**src/pkg/rss_pkg.sv**
```systemverilog
// Constants, states and register map of the reset and start-up sequencer.
// Assumes a 125 MHz APB clock; analog monitors arrive as clean levels.
// How it works
// Clock output pin carries system clock divided by four
// Clock output only in resistor-capacitor and internal modes
// Software loads trim literal into trim register
// Six reset causes recorded in cause field
// Chip reset clears registers; watchdog wake does not
// Scratch register never touched by any reset
// Master-clear low pulses filtered by width
// Watchdog reset never drives master-clear pin
// Power-on hold only; later supply fall ignored
// Power-up timer 72 ms, after power-on or brown-out
// Timer disable bit one turns timer off
// Configurer enables timer whenever brown-out enabled; not enforced, disable bit still skips timer with brown-out on
// Start-up timer counts 1024 oscillator cycles
// Start-up count: crystal modes, power-on or wake
// Brown-out enable bit one turns detection on
// Brown-out resets after dip exceeds minimum duration
// Hold reset until supply above brown-out level
// Brown-out skips power-up timer when disabled
// Dip during power-up timer restarts timer afterwards
// Power-on, then power-up timer, then start-up count
// External clock, timer off: no added delay
// Time-outs run regardless of master-clear pin
// Enable bit zero: pin is I/O, clear inactive
// Select codes 111 and 101 enable clock output
// Power-on flag zero after power-on, software sets
// Final reset release synchronous to system clock
package rss_pkg;
    // Register byte offsets
    localparam logic [11:0] OFS_CONFIG = 12'h000;
    localparam logic [11:0] OFS_STATUS = 12'h004;
    localparam logic [11:0] OFS_PWRFLG = 12'h008;
    localparam logic [11:0] OFS_TRIM = 12'h00c;
    localparam logic [11:0] OFS_SCRATCH = 12'h010;
    // Configuration field positions and reset value (unprogrammed)
    localparam int CFG_OSC_LSB = 0;
    localparam int CFG_PUT_DIS = 4;
    localparam int CFG_MASTER_CLEAR_PIN_EN = 5;
    localparam int CFG_BOD_EN = 6;
    localparam logic [6:0] CFG_RST = 7'h7f;
    // Status field positions
    localparam int ST_PD_BIT = 0;
    localparam int ST_TO_BIT = 1;
    localparam int ST_CAUSE_LSB = 4;
    localparam int ST_STATE_LSB = 8;
    localparam int ST_PIN_BIT = 16;
    // Power flag positions and trim reset value
    localparam int PF_BOD_BIT = 0;
    localparam int PF_POR_BIT = 1;
    localparam logic [7:0] TRIM_RST = 8'h80;
    // Oscillator select codes
    localparam logic [2:0] OSC_LP = 3'h0;
    localparam logic [2:0] OSC_XT = 3'h1;
    localparam logic [2:0] OSC_HS = 3'h2;
    localparam logic [2:0] OSC_EC = 3'h3;
    localparam logic [2:0] OSC_INT_OUT = 3'h5;
    localparam logic [2:0] OSC_RC_OUT = 3'h7;
    // Timing
    localparam int CLK_MHZ = 125;
    localparam int PUT_MS = 72;
    localparam int PUT_CYC = PUT_MS * 1000 * CLK_MHZ;
    localparam int BOD_MIN_US = 100;
    localparam int BOD_CYC = BOD_MIN_US * CLK_MHZ;
    localparam int MASTER_CLEAR_PIN_MIN_NS = 2000;
    localparam int MASTER_CLEAR_PIN_CYC = (MASTER_CLEAR_PIN_MIN_NS * CLK_MHZ + 999) / 1000;
    localparam logic [10:0] OST_CYC = 11'h400;
    // Reset causes
    typedef enum logic [2:0] {
        CAUSE_POR = 3'h0,
        CAUSE_WDT_RUN = 3'h1,
        CAUSE_WDT_SLEEP = 3'h2,
        CAUSE_MASTER_CLEAR_PIN_RUN = 3'h3,
        CAUSE_MASTER_CLEAR_PIN_SLEEP = 3'h4,
        CAUSE_BOD = 3'h5
    } rss_cause_t;
    // Sequencer states, one-hot
    typedef enum logic [5:0] {
        S_POR = 6'h01,
        S_BOD = 6'h02,
        S_PUT = 6'h04,
        S_OST = 6'h08,
        S_HOLD = 6'h10,
        S_RUN = 6'h20
    } rss_state_t;
endpackage

```
**src/hdl/rss_top.sv**
```systemverilog
// Reset and start-up sequencer with APB register access.
// Assumes all monitor and pin inputs are synchronous to pclk and that
// presetn is the true power-on reset of the always-on domain.
`timescale 1ns/100ps
module rss_top #(
    parameter int PUT_CYCLES = rss_pkg::PUT_CYC,
    parameter int BOD_CYCLES = rss_pkg::BOD_CYC
) (
    input wire logic pclk,
    input wire logic presetn,
    input wire logic psel,
    input wire logic penable,
    input wire logic pwrite,
    input wire logic [11:0] paddr,
    input wire logic [31:0] pwdata,
    output logic [31:0] prdata,
    output logic pready,
    output logic pslverr,
    input wire logic supply_ok,
    input wire logic supply_above_bod,
    input wire logic master_clear_pin,
    input wire logic osc_cycle_tick,
    input wire logic watchdog_reset,
    input wire logic watchdog_wake,
    input wire logic core_sleeping,
    output logic chip_reset_n,
    output logic core_stall,
    output logic divided_clock_output,
    output logic divided_clock_oe,
    output logic port_a_bit3_in,
    output logic [7:0] oscillator_trim_value,
    output logic [2:0] reset_cause
);
    import rss_pkg::*;

    ////////////////////////////////////////////////////////////////////
    // Helpers
    function automatic logic is_crystal(input logic [2:0] sel);
        is_crystal = (sel == OSC_LP) || (sel == OSC_XT) || (sel == OSC_HS);
    endfunction

    logic [6:0] config_q;
    logic [7:0] scratch_q;
    logic [1:0] pwr_flag_q;
    logic timeout_flag_q;
    logic powerdown_flag_q;
    rss_state_t state_q;
    rss_state_t state_d;
    logic [31:0] put_cnt_q;
    logic [31:0] bod_cnt_q;
    logic [15:0] master_clear_pin_cnt_q;
    logic [10:0] ost_cnt_q;
    logic ost_por_q;
    logic ost_wake_q;
    logic [1:0] div_q;
    logic wr_en;
    logic rd_sel;
    logic master_clear_pin_int;
    logic master_clear_pin_rst;
    logic bod_event;
    logic put_done;
    logic ost_done;
    logic wdt_rst_run;
    logic wake_ost;

    wire [2:0] osc_sel = config_q[CFG_OSC_LSB +: 3];
    wire put_off = config_q[CFG_PUT_DIS];
    wire bod_on = config_q[CFG_BOD_EN];

    ////////////////////////////////////////////////////////////////////
    // APB slave: zero wait state, ready registered from setup and high in the access cycle
    assign wr_en = psel & penable & pwrite & pready;
    assign rd_sel = psel & ~penable & ~pwrite;

    always_ff @(posedge pclk or negedge presetn) begin
        if (!presetn) begin
            pready <= 1'b0;
            pslverr <= 1'b0;
            prdata <= 32'h0000_0000;
        end else begin
            pready <= psel & ~penable;
            pslverr <= 1'b0;
            prdata <= 32'h0000_0000;
            if (psel && !penable) begin
                case (paddr)
                    OFS_CONFIG: prdata[6:0] <= config_q;
                    OFS_STATUS: begin
                        prdata[ST_PD_BIT] <= powerdown_flag_q;
                        prdata[ST_TO_BIT] <= timeout_flag_q;
                        prdata[ST_CAUSE_LSB +: 3] <= reset_cause;
                        prdata[ST_STATE_LSB +: 6] <= state_q;
                        prdata[ST_PIN_BIT] <= master_clear_pin;
                    end
                    OFS_PWRFLG: prdata[1:0] <= pwr_flag_q;
                    OFS_TRIM: prdata[7:0] <= oscillator_trim_value;
                    OFS_SCRATCH: prdata[7:0] <= scratch_q;
                    default: pslverr <= 1'b1;
                endcase
                if (!rd_sel) begin
                    prdata <= 32'h0000_0000;
                end
            end
        end
    end

    // Configuration word, unprogrammed after power-on
    always_ff @(posedge pclk or negedge presetn) begin
        if (!presetn) begin
            config_q <= CFG_RST;
        end else if (wr_en && paddr == OFS_CONFIG) begin
            config_q <= pwdata[6:0];
        end
    end

    // Retained across every reset, no reset term at all
    always_ff @(posedge pclk) begin
        if (wr_en && paddr == OFS_SCRATCH) begin
            scratch_q <= pwdata[7:0];
        end
    end

    // Trim register: reloaded with TRIM_RST by chip reset, kept over watchdog wake
    always_ff @(posedge pclk or negedge presetn) begin
        if (!presetn) begin
            oscillator_trim_value <= TRIM_RST;
        end else if (!chip_reset_n) begin
            oscillator_trim_value <= TRIM_RST;
        end else if (wr_en && paddr == OFS_TRIM) begin
            oscillator_trim_value <= pwdata[7:0];
        end
    end

    ////////////////////////////////////////////////////////////////////
    // Master-clear path: tie-off and width filter
    assign master_clear_pin_int = config_q[CFG_MASTER_CLEAR_PIN_EN] ? master_clear_pin : 1'b1;
    assign master_clear_pin_rst = (master_clear_pin_cnt_q == 16'(MASTER_CLEAR_PIN_CYC));

    always_ff @(posedge pclk or negedge presetn) begin
        if (!presetn) begin
            master_clear_pin_cnt_q <= 16'h0000;
            port_a_bit3_in <= 1'b0;
        end else begin
            port_a_bit3_in <= config_q[CFG_MASTER_CLEAR_PIN_EN] ? 1'b0 : master_clear_pin;
            if (master_clear_pin_int) begin
                master_clear_pin_cnt_q <= 16'h0000;
            end else if (!master_clear_pin_rst) begin
                master_clear_pin_cnt_q <= master_clear_pin_cnt_q + 16'h0001;
            end
        end
    end

    // Brown-out dip duration counter
    assign bod_event = bod_on && (bod_cnt_q == 32'(BOD_CYCLES));

    always_ff @(posedge pclk or negedge presetn) begin
        if (!presetn) begin
            bod_cnt_q <= 32'h0000_0000;
        end else if (supply_above_bod || !bod_on) begin
            bod_cnt_q <= 32'h0000_0000;
        end else if (bod_cnt_q != 32'(BOD_CYCLES)) begin
            bod_cnt_q <= bod_cnt_q + 32'h0000_0001;
        end
    end

    ////////////////////////////////////////////////////////////////////
    // Sequencer
    assign put_done = (put_cnt_q == 32'(PUT_CYCLES - 1));
    assign ost_done = osc_cycle_tick && (ost_cnt_q == OST_CYC - 11'h001);
    assign wdt_rst_run = watchdog_reset;
    assign wake_ost = watchdog_wake && core_sleeping && is_crystal(osc_sel);

    always_comb begin
        state_d = state_q;
        case (state_q)
            S_POR: begin
                if (supply_ok) begin
                    state_d = S_BOD;
                end
            end
            S_BOD: begin
                if (supply_above_bod || !bod_on) begin
                    if (!put_off) begin
                        state_d = S_PUT;
                    end else if (ost_por_q && is_crystal(osc_sel)) begin
                        state_d = S_OST;
                    end else begin
                        state_d = S_HOLD;
                    end
                end
            end
            S_PUT: begin
                if (bod_on && !supply_above_bod) begin
                    state_d = S_BOD;
                end else if (put_done) begin
                    if (ost_por_q && is_crystal(osc_sel)) begin
                        state_d = S_OST;
                    end else begin
                        state_d = S_HOLD;
                    end
                end
            end
            S_OST: begin
                if (ost_done) begin
                    state_d = ost_wake_q ? S_RUN : S_HOLD;
                end
            end
            S_HOLD: begin
                if (master_clear_pin_int) begin
                    state_d = S_RUN;
                end
            end
            S_RUN: begin
                if (master_clear_pin_rst || wdt_rst_run) begin
                    state_d = S_HOLD;
                end else if (wake_ost) begin
                    state_d = S_OST;
                end
            end
            default: state_d = S_POR;
        endcase
        if (bod_event && state_q != S_POR && state_q != S_BOD) begin
            state_d = S_BOD;
        end
    end

    always_ff @(posedge pclk or negedge presetn) begin
        if (!presetn) begin
            state_q <= S_POR;
        end else begin
            state_q <= state_d;
        end
    end

    // Power-up timer counter, restarts on every entry
    always_ff @(posedge pclk or negedge presetn) begin
        if (!presetn) begin
            put_cnt_q <= 32'h0000_0000;
        end else if (state_q != S_PUT) begin
            put_cnt_q <= 32'h0000_0000;
        end else if (!put_done) begin
            put_cnt_q <= put_cnt_q + 32'h0000_0001;
        end
    end

    // Start-up timer counts oscillator input cycles
    always_ff @(posedge pclk or negedge presetn) begin
        if (!presetn) begin
            ost_cnt_q <= 11'h000;
        end else if (state_q != S_OST) begin
            ost_cnt_q <= 11'h000;
        end else if (osc_cycle_tick) begin
            ost_cnt_q <= ost_cnt_q + 11'h001;
        end
    end

    // Which start-up path is in progress
    always_ff @(posedge pclk or negedge presetn) begin
        if (!presetn) begin
            ost_por_q <= 1'b1;
            ost_wake_q <= 1'b0;
        end else begin
            if (bod_event || state_q == S_HOLD) begin
                ost_por_q <= 1'b0;
            end
            if (state_q == S_RUN && state_d == S_OST) begin
                ost_wake_q <= 1'b1;
            end else if (state_d != S_OST) begin
                ost_wake_q <= 1'b0;
            end
        end
    end

    ////////////////////////////////////////////////////////////////////
    // Reset outputs, released on a pclk edge
    always_ff @(posedge pclk or negedge presetn) begin
        if (!presetn) begin
            chip_reset_n <= 1'b0;
            core_stall <= 1'b1;
        end else begin
            // Wake start-up keeps the chip out of reset from its first edge
            chip_reset_n <= (state_d == S_RUN) ||
                            (state_d == S_OST &&
                             (ost_wake_q || state_q == S_RUN));
            core_stall <= (state_d != S_RUN);
        end
    end

    // Cause code and time-out/power-down flags
    always_ff @(posedge pclk or negedge presetn) begin
        if (!presetn) begin
            reset_cause <= CAUSE_POR;
            timeout_flag_q <= 1'b1;
            powerdown_flag_q <= 1'b1;
        end else if (bod_event && state_q != S_POR && state_q != S_BOD) begin
            reset_cause <= CAUSE_BOD;
            timeout_flag_q <= 1'b1;
            powerdown_flag_q <= 1'b1;
        end else if (state_q == S_RUN) begin
            if (wdt_rst_run) begin
                reset_cause <= core_sleeping ? CAUSE_WDT_SLEEP : CAUSE_WDT_RUN;
                timeout_flag_q <= 1'b0;
            end else if (master_clear_pin_rst) begin
                reset_cause <= core_sleeping ? CAUSE_MASTER_CLEAR_PIN_SLEEP
                                             : CAUSE_MASTER_CLEAR_PIN_RUN;
                if (core_sleeping) begin
                    timeout_flag_q <= 1'b1;
                    powerdown_flag_q <= 1'b0;
                end
            end else if (watchdog_wake && core_sleeping) begin
                timeout_flag_q <= 1'b0;
                powerdown_flag_q <= 1'b0;
            end
        end
    end

    // Power flags: hardware clear wins over software set
    always_ff @(posedge pclk or negedge presetn) begin
        if (!presetn) begin
            pwr_flag_q <= 2'b00;
        end else begin
            if (wr_en && paddr == OFS_PWRFLG) begin
                pwr_flag_q <= pwr_flag_q | pwdata[1:0];
            end
            // Brown-out clear lands last, so it wins bit 0 only
            if (bod_event && state_q != S_POR && state_q != S_BOD) begin
                pwr_flag_q[PF_BOD_BIT] <= 1'b0;
            end
        end
    end

    ////////////////////////////////////////////////////////////////////
    // Divided clock on the shared oscillator pin
    always_ff @(posedge pclk or negedge presetn) begin
        if (!presetn) begin
            div_q <= 2'b00;
            divided_clock_output <= 1'b0;
            divided_clock_oe <= 1'b0;
        end else begin
            div_q <= div_q + 2'b01;
            divided_clock_output <= div_q[1];
            divided_clock_oe <= (osc_sel == OSC_RC_OUT) ||
                                (osc_sel == OSC_INT_OUT);
        end
    end

endmodule

```
**config.mk**
```make
export PLATFORM = sky130hd
export DESIGN_NAME = rss_top
export DESIGN_NICKNAME = d
export VERILOG_FILES = /design/src/pkg/rss_pkg.sv /design/src/hdl/rss_top.sv
export SDC_FILE = /design/constraint.sdc
export NUM_CORES = 1
export LEC_CHECK = 0
export BUFFER_PORTS_ARGS = -buffer_cell sky130_fd_sc_hd__buf_4
export CAP_MARGIN = 20
export CORE_ASPECT_RATIO = 0.5
export CORE_MARGIN = 2
export CORE_UTILIZATION = 45
export CTS_CLUSTER_DIAMETER = 40
export DETAILED_ROUTE_END_ITERATION = 10
export GPL_ROUTABILITY_DRIVEN = 0
export GPL_TIMING_DRIVEN = 0
export PLACE_DENSITY_LB_ADDON = 0.3
export SETUP_SLACK_MARGIN = 0.3
export SYNTH_ARGS = -nofsm -noshare
export SYNTH_HDL_FRONTEND = slang
export SYNTH_SLANG_ARGS = --single-unit
export TNS_END_PERCENT = 30
```
**constraint.sdc**
```tcl
create_clock -name pclk -period 2.25 [get_ports pclk]
set_clock_uncertainty 0.05 [all_clocks]
set_input_delay 0.1125 -clock pclk [delete_from_list [all_inputs] [get_ports pclk]]
set_output_delay 0.1125 -clock pclk [all_outputs]
set_load 0.01 [all_outputs]
```
==> impl_metrics.json <==
{
  "antenna_found_initial": 0,
  "wl_per_cell_um": 16.6,
  "fin_setup_tns_ps": 0,
  "pwr_density_cell_nw_per_um2": 641,
  "crit_family": "simple AND/OR/NAND/NOR gates",
  "crit_type": "reg2reg",
  "synth_top_flop_cell": "dfrtp_1",
  "rsz0062_at_grt": "true",
  "antenna_cells": 0,
  "port_buffers": 64,
  "worst-path-max-fanout": 2,
  "report.final.slew_viol_count": 0,
  "synth_seq_cells": 153,
  "drcViolationCount": 2,
  "end_kind": "flip-flop",
  "cts_htree_levels": 4,
  "pre_cts_ws_ps": -259,
  "die_w_um": 186,
  "cts_tree": "built",
  "core-area_um2": 16400,
  "synthArstFlopShare": 0.948,
  "first_global_vias": 5842,
  "slew_headroom": 0.398,
  "ys_seq_area_frac": 0.518,
  "rows": 33,
  "startpoint": "master_clear_pin_cnt_q[10]$_DFFE_PN0P_",
  "r2r_slack_ps": 110,
  "holdCritPathClass": "in2reg",
  "cp_num_buf_inv": 0,
  "worstReg2RegEnd": "chip_reset_n$_DFF_PN0_",
  "final.period_utilization": 0.953,
  "grt_first_pass_wirelength_um": 29800,
  "first_pass_iters": 10,
  "cts.clk_slew.worst_paths_ps": 70,
  "start_util": 0.458,
  "synth_area_um2": 7490,
  "clockBufferDepth": 2,
  "post_synth.cell_area_avg_um2": 10.1,
  "synth_cell_types": 61,
  "crit_chain": "or4_4 > or4_4 > nand3_4 > o221ai_2 > o22ai_2 > a21oi_2",
  "fin_nets": 981,
  "cpMostUsedCell": "or4_4",
  "p_leak_nw": 4.23,
  "dp_hpwl_um": 12100,
  "grt_max_degree": 92,
  "drt_iter0_markers": 451,
  "cp.required_ps": 2510,
  "power_mw": 6.42,
  "syn_to_final_growth_pct": 33.7,
  "cts-root-buf": "clkbuf_16",
  "avgViaCountPerCell": 5.34,
  "critical_path_depth": 6,
  "regToRegStartpoint": "master_clear_pin_cnt_q[10]$_DFFE_PN0P_",
  "io_pins": 106,
  "ant_nets": 0,
  "routed_wl_um": 19200,
  "crit_arrival_ps": 2400,
  "grtUsageTotal": 0.214,
  "reg2regPathDepth": 6,
  "startpoint_type": "flip-flop",
  "yosys_warnings": 0,
  "drive_gt1_frac": 0.302,
  "max_stage_delay_ps": 560,
  "fill_cells": 1271,
  "status": "finished, violations left",
  "final_util": 0.613,
  "cts.sinks": 153,
  "max_freq_mhz": 467,
  "synth_cells": 743,
  "setup_viol": 0,
  "cts_made_buffers": 17,
  "peakVddDrop_v": 0.000615,
  "die-height_um": 95.2,
  "fin_ws_ps": 107,
  "violations": "design-rule violations",
  "endpoint": "chip_reset_n$_DFF_PN0_",
  "synth_edf_count": 8,
  "worst_pin_slew_ps": 895,
  "clk_latency_ps": 430,
  "gr-total-overflow": 0,
  "die_area_um2": 17800,
  "via_count": 6184,
  "finalCriticalPeriod_ps": 2140,
  "hold_viol": 0,
  "drv_cap": 0,
  "crit_slowest_cell": "or4_4"
}
state kept, by name, indices dropped and copies added, names as in the netlist, 6 cells and up:
name and count:
bod_cnt_q 32, config_q 7, master_clear_pin_cnt_q 16, oscillator_trim_value 8, ost_cnt_q 11, prdata 15, put_cnt_q 32, scratch_q 8
state_q 6
routing by layer:
metal | vias up | global-route usage | wire [um]
met4 | 0 | 0.0899 | 314
li1 | 2923 | - | -
met1 | 3077 | 0.288 | 8820
met2 | 153 | 0.344 | 9230
met5 | - | 0 | 0
met3 | 31 | 0.0431 | 844
worst register-to-register path, delay by kind of cell (launching register included):
family / cells / cell delay [ps]
AND/OR/NAND/NOR: 3 / 1210
flip-flops: 1 / 380
AO/OA/AOI/OAI: 3 / 380
power breakdown:
group          switching [mW]  leakage [nW]  internal, mW
Sequential             0.0335          2.01          2.80
Combinational           0.319          1.93         0.282
Clock                    1.19         0.292          1.78
Total                    1.55          4.23          4.87
through the flow:
step                      hold slack, ps  area [um^2]  std cells
after floorplan                     -233         7580        759
after global placement               229         8350       1050
after detailed placement            64.9         8380       1051
after CTS                           16.1         9510       1122
after global routing                12.1        10000       1157
final                               12.6        10000       1157
worst min path at each step:
stage,from,endpoint,cells after the start
after floorplan,presetn,bod_cnt_q[0]$_DFFE_PN0P_,0
after global placement,supply_ok,state_q[0]$_DFF_PN1_,2
after detailed placement,presetn,bod_cnt_q[14]$_DFFE_PN0P_,1
after CTS,paddr[4],pslverr$_DFF_PN0_,3
after global routing,supply_above_bod,state_q[2]$_DFF_PN0_,3
final,supply_above_bod,state_q[2]$_DFF_PN0_,3
logic make-up (layout without fill, tap and decap cells):
group	after synthesis	count (layout)	synth area share
flip-flops	153	153	0.518
AO/OA/AOI/OAI	75	75	0.0650
buffers and inverters	53	224	0.0351
adder cells (fa/ha/maj)	8	8	0.0134
other	1	17	0.000500
multiplexers	22	22	0.0309
AND/OR/NAND/NOR	359	359	0.253
XOR/XNOR	72	72	0.0842
layout make-up:
| cell class | count | area [um^2] | area share |
|---|---|---|---|
| buffer | 36 | 231 | 0.0231 |
| tap | 227 | 284 | 0.0284 |
| inverter | 17 | 63.8 | 0.00637 |
| clock inverter | 13 | 166 | 0.0166 |
| clock buffer | 19 | 443 | 0.0442 |
| multi-input combinational | 553 | 3790 | 0.379 |
| timing repair buffer | 139 | 1130 | 0.113 |
| sequential | 153 | 3900 | 0.390 |
placed cells by master, fill, tap and decap left out, drive strengths merged, types with 5 or more instances in the layout:
cell	instances
dlygate4sd3	17
clkbuf	36
a22o	5
nor2b	18
mux2	9
a222oi	7
dfstp	13
clkinv	5
mux2i	13
nand4	20
and2	17
or4	7
conb	17
and4	6
xnor2	29
nor2	120
nor4	19
xor2	43
inv	20
dfrtp	132
and3	13
o21ai	23
ha	8
a21oi	22
edfxtp	8
nand2	48
or3	16
nor3	13
nand3	39
buf	141
what timing repair did:
action,CTS,global route
buffers inserted,22,35
resized for setup,38,61
hold buffers,17,0
hold endpoints to repair,89,0
setup endpoints to repair,58,88
pin swaps,9,26
cells in the mapped netlist, types with 3 or more instances:
| master | count | area share |
|---|---|---|
| clkbuf_1 | 18 | 0.0090 |
| and3_1 | 13 | 0.011 |
| nor4b_1 | 3 | 0.0035 |
| mux2_2 | 9 | 0.014 |
| nor2b_1 | 18 | 0.015 |
| nor4_2 | 3 | 0.0050 |
| and4_1 | 6 | 0.0070 |
| nor3_1 | 10 | 0.0067 |
| a222oi_1 | 7 | 0.0094 |
| nand3_1 | 39 | 0.026 |
| nand4b_1 | 3 | 0.0035 |
| o21ai_0 | 21 | 0.014 |
| or2_2 | 3 | 0.0025 |
| dfrtp_1 | 132 | 0.44 |
| a21oi_1 | 22 | 0.015 |
| nand2_1 | 48 | 0.024 |
| mux2i_1 | 13 | 0.017 |
| dfstp_2 | 13 | 0.046 |
| or4_1 | 6 | 0.0060 |
| o221ai_1 | 3 | 0.0035 |
| xnor2_1 | 29 | 0.034 |
| or3_1 | 16 | 0.013 |
| edfxtp_1 | 8 | 0.032 |
| nor4_1 | 16 | 0.013 |
| nand2b_1 | 4 | 0.0033 |
| ha_1 | 8 | 0.013 |
| xor2_1 | 43 | 0.050 |
| a22o_1 | 5 | 0.0058 |
| nand4_1 | 20 | 0.017 |
| inv_1 | 17 | 0.0085 |
| buf_4 | 17 | 0.017 |
| and2_1 | 17 | 0.014 |
| nor2_1 | 119 | 0.060 |
Power figures use the tool's default switching activity.
